File: src/motion_cfg_params.svh
// Purpose: constants for the motion feature configuration bank
// Assumes: 8-bit register port, 100 MHz core clock
// Notes:   offsets are byte addresses on the plain register port
//
// Behaviour
// - an interrupt is raised when the long counter becomes equal to the 16-bit timeout.
// - the timeout is a low byte at 7Ah and a high byte at 7Bh, both read-write, reset zero.
// - with the overflow-only bit set the step interrupt fires only on count overflow.
// - false-step rejection works only while the advanced step enable is one.
// - advanced detection works only when rejection and advanced step enable are both one.
// - the step counter does not move until the debounce number of steps is seen.
// - the 16-bit step window counts in units of 6.4 ms.
// - calibration registers are reloaded automatically at power-up.
`ifndef MOTION_CFG_PARAMS_SVH
`define MOTION_CFG_PARAMS_SVH

// register offsets
`define OFS_FEATURE_ENABLE_B 8'h05
`define OFS_LC_LIMIT_LO      8'h7a
`define OFS_LC_LIMIT_HI      8'h7b
`define OFS_PROGRAM_COUNT    8'h7c
`define OFS_PROGRAM_BASE_LO  8'h7e
`define OFS_PROGRAM_BASE_HI  8'h7f
`define OFS_STEP_COMMAND     8'h83
`define OFS_STEP_DEBOUNCE    8'h84
`define OFS_STEP_WINDOW_LO   8'hd0
`define OFS_STEP_WINDOW_HI   8'hd1
`define OFS_IRQ_STATUS       8'he0
`define OFS_IRQ_MASK         8'he1
`define OFS_CAL_TRIM         8'he2

// reset values and step command write mask
`define RST_ZERO             8'h00
`define RST_STEP_DEBOUNCE    8'h0a
`define STEP_CMD_WMASK       8'h0d

// field positions
`define BIT_STEP_ADV_EN      3
`define BIT_IRQ_LC_MATCH     0
`define BIT_IRQ_STEP         1
`define BIT_IRQ_STEP_OVF     2

// timing
`define CLK_PERIOD_NS        10
`define STEP_LSB_NS          6400000

`endif

File: src/motion_cfg_pkg.sv
// Purpose: types for the motion feature configuration bank
// Assumes: constants come from motion_cfg_params.svh
// Notes:   none
package motion_cfg_pkg;

  // one request on the plain register port
  typedef struct packed {
    logic [7:0] addr;
    logic [7:0] wdata;
    logic       wr;
    logic       rd;
  } reg_req_t;

  // step command register layout
  typedef struct packed {
    logic [3:0] rsvd_hi;
    logic       carry_count_en;
    logic       false_step_reject_en;
    logic       rsvd_lo;
    logic       advanced_detect_en;
  } step_cmd_t;

endpackage : motion_cfg_pkg

File: src/motion_fsm_pedometer_config.sv
// Purpose: configuration bank for the motion state machine and pedometer
// Assumes: engine inputs are on core_clk; register port is synchronous
// Notes:   read data stand only in the cycle after the read strobe
//
// Decided for this implementation: the strobed register port.
`timescale 1ns/1ps
`include "motion_cfg_params.svh"

module motion_fsm_pedometer_config
  import motion_cfg_pkg::*;
#(
  parameter int unsigned TICK_CYCLES = `STEP_LSB_NS / `CLK_PERIOD_NS,
  parameter logic [7:0]  CAL_TRIM_DEFAULT = 8'h5a  // factory value, arbitrary
)
(
  // clock and reset
  input  wire logic        core_clk,
  input  wire logic        arst_n,
  // register port
  input  wire reg_req_t    reg_req,
  output logic [7:0]       rd_data,
  // state machine engine
  input  wire logic [15:0] long_count,
  output logic [15:0]      long_count_limit,
  output logic [7:0]       program_count,
  output logic [15:0]      program_base,
  // pedometer engine
  input  wire logic        step_detected,
  output logic [15:0]      step_count,
  output logic             false_step_reject_active,
  output logic             advanced_detect_active,
  output logic [7:0]       cal_trim,
  // interrupt
  output logic             irq
);

  ////////////////////////////////////////////////////////////////////////////
  // reset release

  logic rst_meta_r;
  logic rst_n_r;

  // two flops so release is clean against core_clk
  always_ff @(posedge core_clk or negedge arst_n)
  begin
    if (!arst_n)
    begin
      rst_meta_r <= 1'b0;
      rst_n_r    <= 1'b0;
    end
    else
    begin
      rst_meta_r <= 1'b1;
      rst_n_r    <= rst_meta_r;
    end
  end

  ////////////////////////////////////////////////////////////////////////////
  // register storage

  logic [7:0] feature_enable_b_r;
  logic [7:0] long_count_limit_lo_r;
  logic [7:0] long_count_limit_hi_r;
  logic [7:0] program_count_r;
  logic [7:0] program_base_lo_r;
  logic [7:0] program_base_hi_r;
  step_cmd_t  step_command_r;
  logic [7:0] step_debounce_r;
  logic [7:0] step_window_lo_r;
  logic [7:0] step_window_hi_r;
  logic [7:0] irq_mask_r;
  logic [7:0] cal_trim_r;

  logic wr_en;
  logic rd_en;

  assign wr_en = reg_req.wr;
  assign rd_en = reg_req.rd;

  // configuration writes; unmapped offsets are ignored
  always_ff @(posedge core_clk or negedge rst_n_r)
  begin
    if (!rst_n_r)
    begin
      feature_enable_b_r    <= `RST_ZERO;
      long_count_limit_lo_r <= `RST_ZERO;
      long_count_limit_hi_r <= `RST_ZERO;
      program_count_r       <= `RST_ZERO;
      program_base_lo_r     <= `RST_ZERO;
      program_base_hi_r     <= `RST_ZERO;
      step_command_r        <= step_cmd_t'(`RST_ZERO);
      step_debounce_r       <= `RST_STEP_DEBOUNCE;
      step_window_lo_r      <= `RST_ZERO;
      step_window_hi_r      <= `RST_ZERO;
      irq_mask_r            <= `RST_ZERO;
    end
    else if (wr_en)
    begin
      case (reg_req.addr)
        `OFS_FEATURE_ENABLE_B: feature_enable_b_r    <= reg_req.wdata;
        `OFS_LC_LIMIT_LO:      long_count_limit_lo_r <= reg_req.wdata;
        `OFS_LC_LIMIT_HI:      long_count_limit_hi_r <= reg_req.wdata;
        `OFS_PROGRAM_COUNT:    program_count_r       <= reg_req.wdata;
        `OFS_PROGRAM_BASE_LO:  program_base_lo_r     <= reg_req.wdata;
        `OFS_PROGRAM_BASE_HI:  program_base_hi_r     <= reg_req.wdata;
        // reserved bits are held at zero whatever is written
        `OFS_STEP_COMMAND:     step_command_r <= step_cmd_t'(reg_req.wdata & `STEP_CMD_WMASK);
        `OFS_STEP_DEBOUNCE:    step_debounce_r       <= reg_req.wdata;
        `OFS_STEP_WINDOW_LO:   step_window_lo_r      <= reg_req.wdata;
        `OFS_STEP_WINDOW_HI:   step_window_hi_r      <= reg_req.wdata;
        `OFS_IRQ_MASK:         irq_mask_r            <= reg_req.wdata;
        default:               irq_mask_r            <= irq_mask_r;
      endcase
    end
  end

  // calibration trim restored on every power-up reset
  always_ff @(posedge core_clk or negedge rst_n_r)
  begin
    if (!rst_n_r)
    begin
      cal_trim_r <= CAL_TRIM_DEFAULT;
    end
    else if (wr_en && reg_req.addr == `OFS_CAL_TRIM)
    begin
      cal_trim_r <= reg_req.wdata;
    end
  end

  ////////////////////////////////////////////////////////////////////////////
  // multi-byte settings

  logic [15:0] lc_limit;
  logic [15:0] window_period;

  assign lc_limit      = {long_count_limit_hi_r, long_count_limit_lo_r};
  assign window_period = {step_window_hi_r, step_window_lo_r};

  // mirror settings to the engines
  always_ff @(posedge core_clk or negedge rst_n_r)
  begin
    if (!rst_n_r)
    begin
      long_count_limit <= 16'h0000;
      program_count    <= `RST_ZERO;
      program_base     <= 16'h0000;
      cal_trim         <= `RST_ZERO;
    end
    else
    begin
      long_count_limit <= lc_limit;
      program_count    <= program_count_r;
      program_base     <= {program_base_hi_r, program_base_lo_r};
      cal_trim         <= cal_trim_r;
    end
  end

  ////////////////////////////////////////////////////////////////////////////
  // pedometer option gating

  logic adv_en;

  assign adv_en = feature_enable_b_r[`BIT_STEP_ADV_EN];

  // options only act under the advanced step enable
  always_ff @(posedge core_clk or negedge rst_n_r)
  begin
    if (!rst_n_r)
    begin
      false_step_reject_active <= 1'b0;
      advanced_detect_active   <= 1'b0;
    end
    else
    begin
      false_step_reject_active <= adv_en & step_command_r.false_step_reject_en;
      advanced_detect_active   <= adv_en & step_command_r.false_step_reject_en
                                  & step_command_r.advanced_detect_en;
    end
  end

  ////////////////////////////////////////////////////////////////////////////
  // long counter match

  logic lc_equal;
  logic lc_equal_r;
  logic lc_match;

  assign lc_equal = (long_count == lc_limit);
  assign lc_match = lc_equal & ~lc_equal_r;

  // remembers equality so only the moment it becomes true fires
  always_ff @(posedge core_clk or negedge rst_n_r)
  begin
    if (!rst_n_r)
    begin
      lc_equal_r <= 1'b1;
    end
    else
    begin
      lc_equal_r <= lc_equal;
    end
  end

  ////////////////////////////////////////////////////////////////////////////
  // step window timebase

  logic [$clog2(TICK_CYCLES)-1:0] tick_cnt_r;
  logic                           tick;
  logic [15:0]                    window_ticks_r;
  logic                           window_expired;

  assign tick = (tick_cnt_r == ($clog2(TICK_CYCLES))'(TICK_CYCLES - 1));
  assign window_expired = (window_period != 16'h0000) && (window_ticks_r >= window_period);

  // prescaler producing one tick per window unit
  always_ff @(posedge core_clk or negedge rst_n_r)
  begin
    if (!rst_n_r)
    begin
      tick_cnt_r <= '0;
    end
    else
    begin
      tick_cnt_r <= tick ? '0 : tick_cnt_r + 1'b1;
    end
  end

  // units elapsed since the last step, saturating
  always_ff @(posedge core_clk or negedge rst_n_r)
  begin
    if (!rst_n_r)
    begin
      window_ticks_r <= 16'h0000;
    end
    else if (step_detected || (tick && window_ticks_r != 16'hffff))
    begin
      window_ticks_r <= step_detected ? 16'h0000 : window_ticks_r + 16'h0001;
    end
  end

  ////////////////////////////////////////////////////////////////////////////
  // step debounce and counter

  logic [7:0]  deb_cnt_r;
  logic        deb_done;
  logic        step_inc;
  logic        step_ovf;
  logic [15:0] step_count_r;

  assign deb_done = (deb_cnt_r >= step_debounce_r);
  assign step_inc = step_detected & deb_done;
  assign step_ovf = step_inc & (step_count_r == 16'hffff);

  // steps seen since the walk began, held at the debounce number; a gap past the window restarts it
  always_ff @(posedge core_clk or negedge rst_n_r)
  begin
    if (!rst_n_r)
    begin
      deb_cnt_r <= `RST_ZERO;
    end
    else if (window_expired)
    begin
      deb_cnt_r <= step_detected ? 8'h01 : `RST_ZERO; // gap-ending step opens the walk
    end
    else if (step_detected && !deb_done)
    begin
      deb_cnt_r <= deb_cnt_r + 8'h01;
    end
  end

  // counted steps, wrapping on overflow
  always_ff @(posedge core_clk or negedge rst_n_r)
  begin
    if (!rst_n_r)
    begin
      step_count_r <= 16'h0000;
      step_count   <= 16'h0000;
    end
    else
    begin
      if (step_inc)
      begin
        step_count_r <= step_count_r + 16'h0001;
      end
      step_count <= step_count_r;
    end
  end

  ////////////////////////////////////////////////////////////////////////////
  // interrupt status and output

  logic [7:0] irq_status_r;
  logic [7:0] irq_set;
  logic [7:0] irq_status_nxt;
  logic       status_rd;

  assign status_rd = rd_en && (reg_req.addr == `OFS_IRQ_STATUS);

  // event bits; step interrupt suppressed in overflow-only mode
  always_comb
  begin
    irq_set = 8'h00;
    irq_set[`BIT_IRQ_LC_MATCH] = lc_match;
    irq_set[`BIT_IRQ_STEP]     = step_inc & ~step_command_r.carry_count_en;
    irq_set[`BIT_IRQ_STEP_OVF] = step_ovf;
    irq_status_nxt = (status_rd ? 8'h00 : irq_status_r) | irq_set;
  end

  // sticky status, cleared by read; a new event wins over the clear
  always_ff @(posedge core_clk or negedge rst_n_r)
  begin
    if (!rst_n_r)
    begin
      irq_status_r <= `RST_ZERO;
    end
    else
    begin
      irq_status_r <= irq_status_nxt;
    end
  end

  // level interrupt from unmasked status
  always_ff @(posedge core_clk or negedge rst_n_r)
  begin
    if (!rst_n_r)
    begin
      irq <= 1'b0;
    end
    else
    begin
      irq <= |(irq_status_nxt & irq_mask_r);
    end
  end

  ////////////////////////////////////////////////////////////////////////////
  // read data

  // answer in the cycle after the read strobe, zero otherwise
  always_ff @(posedge core_clk or negedge rst_n_r)
  begin
    if (!rst_n_r)
    begin
      rd_data <= `RST_ZERO;
    end
    else if (rd_en)
    begin
      case (reg_req.addr)
        `OFS_FEATURE_ENABLE_B: rd_data <= feature_enable_b_r;
        `OFS_LC_LIMIT_LO:      rd_data <= long_count_limit_lo_r;
        `OFS_LC_LIMIT_HI:      rd_data <= long_count_limit_hi_r;
        `OFS_PROGRAM_COUNT:    rd_data <= program_count_r;
        `OFS_PROGRAM_BASE_LO:  rd_data <= program_base_lo_r;
        `OFS_PROGRAM_BASE_HI:  rd_data <= program_base_hi_r;
        `OFS_STEP_COMMAND:     rd_data <= step_command_r;
        `OFS_STEP_DEBOUNCE:    rd_data <= step_debounce_r;
        `OFS_STEP_WINDOW_LO:   rd_data <= step_window_lo_r;
        `OFS_STEP_WINDOW_HI:   rd_data <= step_window_hi_r;
        `OFS_IRQ_STATUS:       rd_data <= irq_status_r;
        `OFS_IRQ_MASK:         rd_data <= irq_mask_r;
        `OFS_CAL_TRIM:         rd_data <= cal_trim_r;
        default:               rd_data <= `RST_ZERO;
      endcase
    end
    else
    begin
      rd_data <= `RST_ZERO;
    end
  end

endmodule : motion_fsm_pedometer_config

File: config.mk
export PLATFORM = sky130hd
export DESIGN_NAME = motion_fsm_pedometer_config
export DESIGN_NICKNAME = d
export VERILOG_FILES = /design/src/motion_cfg_pkg.sv /design/src/motion_fsm_pedometer_config.sv
export VERILOG_INCLUDE_DIRS = /design/src
export SDC_FILE = /design/constraint.sdc
export NUM_CORES = 1
export LEC_CHECK = 0
export ABC_AREA = 1
export BUFFER_PORTS_ARGS = -buffer_cell sky130_fd_sc_hd__buf_2
export CORE_ASPECT_RATIO = 1.2
export CORE_UTILIZATION = 59
export DETAILED_ROUTE_END_ITERATION = 8
export PLACE_DENSITY = 0.8
export SLEW_MARGIN = 10
export SYNTH_ARGS = -nofsm -noshare
export SYNTH_HDL_FRONTEND = slang
export SYNTH_SLANG_ARGS = --single-unit
File: constraint.sdc
create_clock -name core_clk -period 8.3 [get_ports core_clk]
set_input_delay 2.49 -clock core_clk [delete_from_list [all_inputs] [get_ports core_clk]]
set_output_delay 2.49 -clock core_clk [all_outputs]
set_load 0.02 [all_outputs]
# Word level (Yosys, flattened, before mapping)
# Cells that the tools add are included.
dict set report word_totals {
  out_inout_bits 75
  inputBits 37
  wordCells 93
  register_bits 237
}
dict set report classes {
  magnitude_cmp 2
  n_bitwise 10
  n_eq_ne 17
  n_mux 8
  n_addsub 4
  n_reduce_logical 21
}
# op n
set op_table {}
lappend op_table {{$pmux W8 S13} 1}
lappend op_table {{$eq A8 B8 Y1 const B} 7}
lappend op_table {{$eq A8 B7 Y1 const B} 5}
lappend op_table {{$add A16 B1 Y16 const B} 2}
lappend op_table {{$mux W8} 4}
lappend op_table {{$reduce_and A2 Y1} 11}
lappend op_table {{$add A20 B1 Y20 const B} 1}
lappend op_table {{$eq A20 B20 Y1 const B} 1}
lappend op_table {{$mux W20} 1}
lappend op_table {{$eq A16 B16 Y1} 1}
lappend op_table {{$eq A16 B16 Y1 const B} 1}
lappend op_table {{$ge A16 B16 Y1} 1}
lappend op_table {{$mux W16} 1}
lappend op_table {{$ne A16 B16 Y1 const B} 1}
lappend op_table {{$reduce_bool A16 Y1} 1}
lappend op_table {{$add A8 B1 Y8 const B} 1}
lappend op_table {{$and A8 B8 Y8} 1}
lappend op_table {{$eq A8 B3 Y1 const B} 1}
lappend op_table {{$ge A8 B8 Y1} 1}
lappend op_table {{$or A8 B3 Y8} 1}
lappend op_table {{$reduce_or A8 Y1} 1}
lappend op_table {{$and A1 B1 Y1} 6}
lappend op_table {{$logic_and A1 B1 Y1} 5}
lappend op_table {{$not A1 Y1} 2}
lappend op_table {{other kinds (4)} 4}

# Logic depth before layout (Yosys ltp)
dict set report depth {
  word_depth 6
  ltp_mapped 12
  mapped_depth_nobuf 12
}

# Worst setup path after synthesis
# OpenSTA, ideal clock, no wires.
dict set report synth_path {
  path_type {input to register}
  startpoint {input port reg_req[11] (netlist bit)}
  endpoint {register irq}
  setup_slack_ns 4.635
  cell_stages 11
  setup_ns 0.127
  arrival_time_ns 3.537
  required_time_ns 8.173
  n_path_buf 1
  path_cell_list {inv_1 > nand2_1 > nor2_4 > nand3_2 > buf_6 > nand2_1 > nor2_1 > nor2_1 > nand2_1 > a21oi_1 > nand3_1}
}
dict set report synth_between {
  elab_chain_len 6
}
# element line
set synth_rtl {}
lappend synth_rtl {{start: declaration} motion_fsm_pedometer_config.sv:20} ;# input wire reg_req_t reg_req,
lappend synth_rtl {{$eq A8 B8 Y1} --}
lappend synth_rtl {{$logic_and A1 B1 Y1} motion_fsm_pedometer_config.sv:297} ;# assign status_rd = rd_en && (reg_req.addr == `OFS_IRQ_STATUS);
lappend synth_rtl {{$mux W8} motion_fsm_pedometer_config.sv:306} ;# irq_status_nxt = (status_rd ? 8'h00 : irq_status_r) | irq_set;
lappend synth_rtl {{$or A8 B3 Y8} motion_fsm_pedometer_config.sv:306}
lappend synth_rtl {{$and A8 B8 Y8} motion_fsm_pedometer_config.sv:331} ;# irq <= |(irq_status_nxt & irq_mask_r);
lappend synth_rtl {{$reduce_or A8 Y1} motion_fsm_pedometer_config.sv:331}
lappend synth_rtl {{end signal: assignment} motion_fsm_pedometer_config.sv:331}
lappend synth_rtl {{end: declaration} motion_fsm_pedometer_config.sv:34} ;# output logic irq
# Every way passes these cells.
# A chain may end at the register's enable or synchronous reset.

# Worst setup path after layout
dict set report layout_path {
  startpoint {input port reg_req[14] (netlist bit)}
  endpoint {register cal_trim_r[2]}
}
dict set report layout_between {
  elab_chain_len 2
}
# element line
set layout_rtl {}
lappend layout_rtl {{$eq A8 B8 Y1} --}
lappend layout_rtl {{$logic_and A1 B1 Y1 (no source line)} --}
lappend layout_rtl {{end signal: assignment} motion_fsm_pedometer_config.sv:126} ;# cal_trim_r <= reg_req.wdata;
lappend layout_rtl {{end: declaration} motion_fsm_pedometer_config.sv:72} ;# logic [7:0] cal_trim_r;
# Every way passes these cells.

==> results.py <==
metrics = {
    "cts": {
        "cts_max_path_buffers": 3,
        "cts.sinks": 237,
        "cts_inserted_buffers": 24,
        "tritoncts": "yes",
        "cts_max_level": 1,
        "cts-root-buf": "clkbuf_16",
        "cts_setup_buffers": 0,
        "clk_pin_slew_ps": 60,
        "insertion_delay_ps": 510,
        "hold_buffers": 0,
        "post_cts_resized": 0,
    },
    "logic_synthesis": {
        "synth-compound-area-share_pct": 9.04,
        "syn-num-nets": 1309,
        "synth_top_family_by_area": "simple AND/OR/NAND/NOR gates",
        "ys_top_cells_by_count": "nand2_1, dfrtp_1, inv_1, o21ai_0, nor2_1",
        "synthCells": 1244,
        "netlist_area_um2": 10800,
        "synth_cell_types": 43,
        "synth_edf_count": 0,
        "yosys_warnings": 0,
        "synth_area_leaders": "dfrtp_1, nand2_1, o21ai_0",
        "yosys_register_bits": 237,
        "async_flop_share_pct": 100,
        "synthAdderAreaFrac_pct": 3.25,
        "seq_area_frac_synth_pct": 55.1,
        "synthMuxAreaShare_pct": 0,
        "ys.flop_type": "dfrtp_1",
        "post-synth-top-count-cell": "nand2_1",
        "synth_area_per_cell_um2": 8.66,
        "yosys.area.top_type": "dfrtp_1",
        "synth-simple-area-share_pct": 23.1,
        "synth_top_area_share_pct": 53.4,
        "synthXorXnorAreaFrac_pct": 2.52,
    },
    "timing": {
        "fin_crit_sh_pct": 47.6,
        "rsz0062_at_grt": "no",
        "period_needed_ps": 3950,
        "clock_skew_ps": 10.3,
        "hold_viol": 0,
        "max_freq_ghz": 0.253,
        "slew_violations": 0,
        "timing.hold.ws_ps": 363,
        "max_slew_margin_pct": 31.5,
        "worst_pin_slew_ps": 1030,
        "fin_setup_tns_ps": 0,
        "setup_viol": 0,
    },
    "placed_design": {
        "port_buffers": 111,
        "dp_hpwl_um": 18400,
        "gp_congestion": 0.911,
    },
    "floorplanning": {
        "die-area_um2": 18800,
        "dieWidth_um": 125,
        "rows": 53,
        "die_y_um": 150,
        "ios": 112,
        "core_area_um2": 17700,
        "start_util_pct": 60.8,
    },
    "run_status": {
        "violations": "design-rule violations",
        "status": "finished, violations left",
    },
    "routing": {
        "drc": 16,
        "via_per_inst": 5.50,
        "wirelength_um": 25900,
        "first_iter_violations": 741,
        "wl_per_cell_um": 16.2,
        "drtAntennaViolNets": 0,
        "firstDrtPassIters": 8,
        "vias": 8786,
    },
    "hold_path": {
        "min_path_type": "register to register",
        "min_to": "rst_n_r",
        "hold_depth": 0,
        "hp-start": "rst_meta_r",
    },
    "setup_path": {
        "end_kind": "register",
        "path_class": "input pin to register",
        "r2r_end": "step_count_r[2]",
        "cp_data_arrival_time_ps": 4360,
        "r2r.worst_path.cells": 10,
        "reg2reg_slack_ps": 6000,
        "cp-start-kind": "input pin",
        "crit_required_ps": 8710,
        "r2r_start": "step_debounce_r[3]",
        "cp_max_fo": 16,
    },
    "final_layout": {
        "finish.utilization_pct": 69.8,
        "nFillCells": 1373,
        "drive_above_1_share_pct": 14.6,
        "antenna_cells": 0,
        "nNetsFinal": 1427,
        "syn2layout_area_growth_pct": 14.8,
    },
    "grt": {
        "grt_pass1_wl_um": 41900,
        "grt.total_usage_pct": 28.6,
        "grt_max_degree": 83,
        "antenna_found_initial": 0,
        "grt_pass1_vias": 8476,
        "overflow": 0,
    },
    "power": {
        "vdd_drop_max_v": 0.000209,
        "p_leak_nw": 6.44,
        "powerDensity_nw_per_um2": 221,
    },
    "job": {
        "maxCapViolations": 0,
    },
}
[worst max-delay path, stage by stage]
cell and delay (ps):
buf_2 130, inv_1 60, nand2_1 50, nor2_1 600, and2_1 390, nand2_1 330
o21ai_0 300
[power breakdown]
group | total, mW | internal (mW) | leakage, nW | switching (mW)
Clock | 1.16 | 0.724 | 0.426 | 0.435
Combinational | 0.266 | 0.0856 | 2.98 | 0.180
Sequential | 1.31 | 1.24 | 3.04 | 0.0672
Total | 2.73 | 2.05 | 6.44 | 0.683
[stage by stage]
stage | total power, mW | std cells | worst slack (ps) | area, µm²
floorplan | 1.49 | 1244 | 1220 | 10800
global placement | 1.58 | 1556 | 3990 | 11500
detailed placement | 1.59 | 1556 | 3880 | 11500
CTS | 2.74 | 1598 | 4370 | 12400
global route | 2.83 | 1598 | 4170 | 12400
finish | 2.73 | 1598 | 4350 | 12400
[placed cells by master (no fill, tap or decap), types with 25 or more instances in the layout]
cell and n:
clkbuf_16 25, inv_1 160, ha_1 28, buf_2 111, nand3_1 58, dfrtp_1 229
o21ai_0 128, nor2_1 99, nor3_1 26, nand2_1 336
[layer usage]
metal	GRT usage, %	share of wire [%]	up-vias
li1	-	-	4221
met1	35.7	41	4145
met2	49.4	48	344
met3	4.18	6.5	76
met4	13.5	4.5	0
met5	0	0	-
[how the worst max path moves through the flow]
| stage | startpoint | endpoint | slack, ps |
|---|---|---|---|
| after global placement | reg_req[14] | cal_trim_r[0] | 3990 |
| after CTS | reg_req[14] | cal_trim_r[2] | 4370 |
| final | reg_req[14] | cal_trim_r[2] | 4350 |
| after floorplan | rst_n_r | advanced_detect_active | 1220 |
| after global routing | reg_req[14] | cal_trim_r[2] | 4170 |
| after detailed placement | reg_req[14] | cal_trim_r[5] | 3880 |
[cells by family (layout without fill, tap and decap cells)]
| family | after synthesis | in the layout |
|---|---|---|
| buffers and inverters | 187 | 321 |
| adder cells (fa/ha/maj) | 28 | 28 |
| other | 1 | 1 |
| AND/OR/NAND/NOR | 577 | 577 |
| XOR/XNOR | 31 | 31 |
| flip-flops | 237 | 237 |
| AO/OA/AOI/OAI | 183 | 183 |
[layout make-up]
class | count | area [µm²] | area share, %
tap | 220 | 275 | 2.23
inverter | 166 | 623 | 5.04
clock inverter | 9 | 148 | 1.19
clock buffer | 33 | 716 | 5.79
multi-input combinational | 820 | 4090 | 33.1
sequential | 237 | 5940 | 48.1
timing repair buffer | 113 | 571 | 4.61
[flip-flops by register name, indices dropped and copies added (netlist names), 16 cells and up]
register and count:
program_base 16, step_count_r 16, window_ticks_r 16, step_count 16
tick_cnt_r 20, long_count_limit 16
Note: power is estimated with default switching activity, not from simulation.
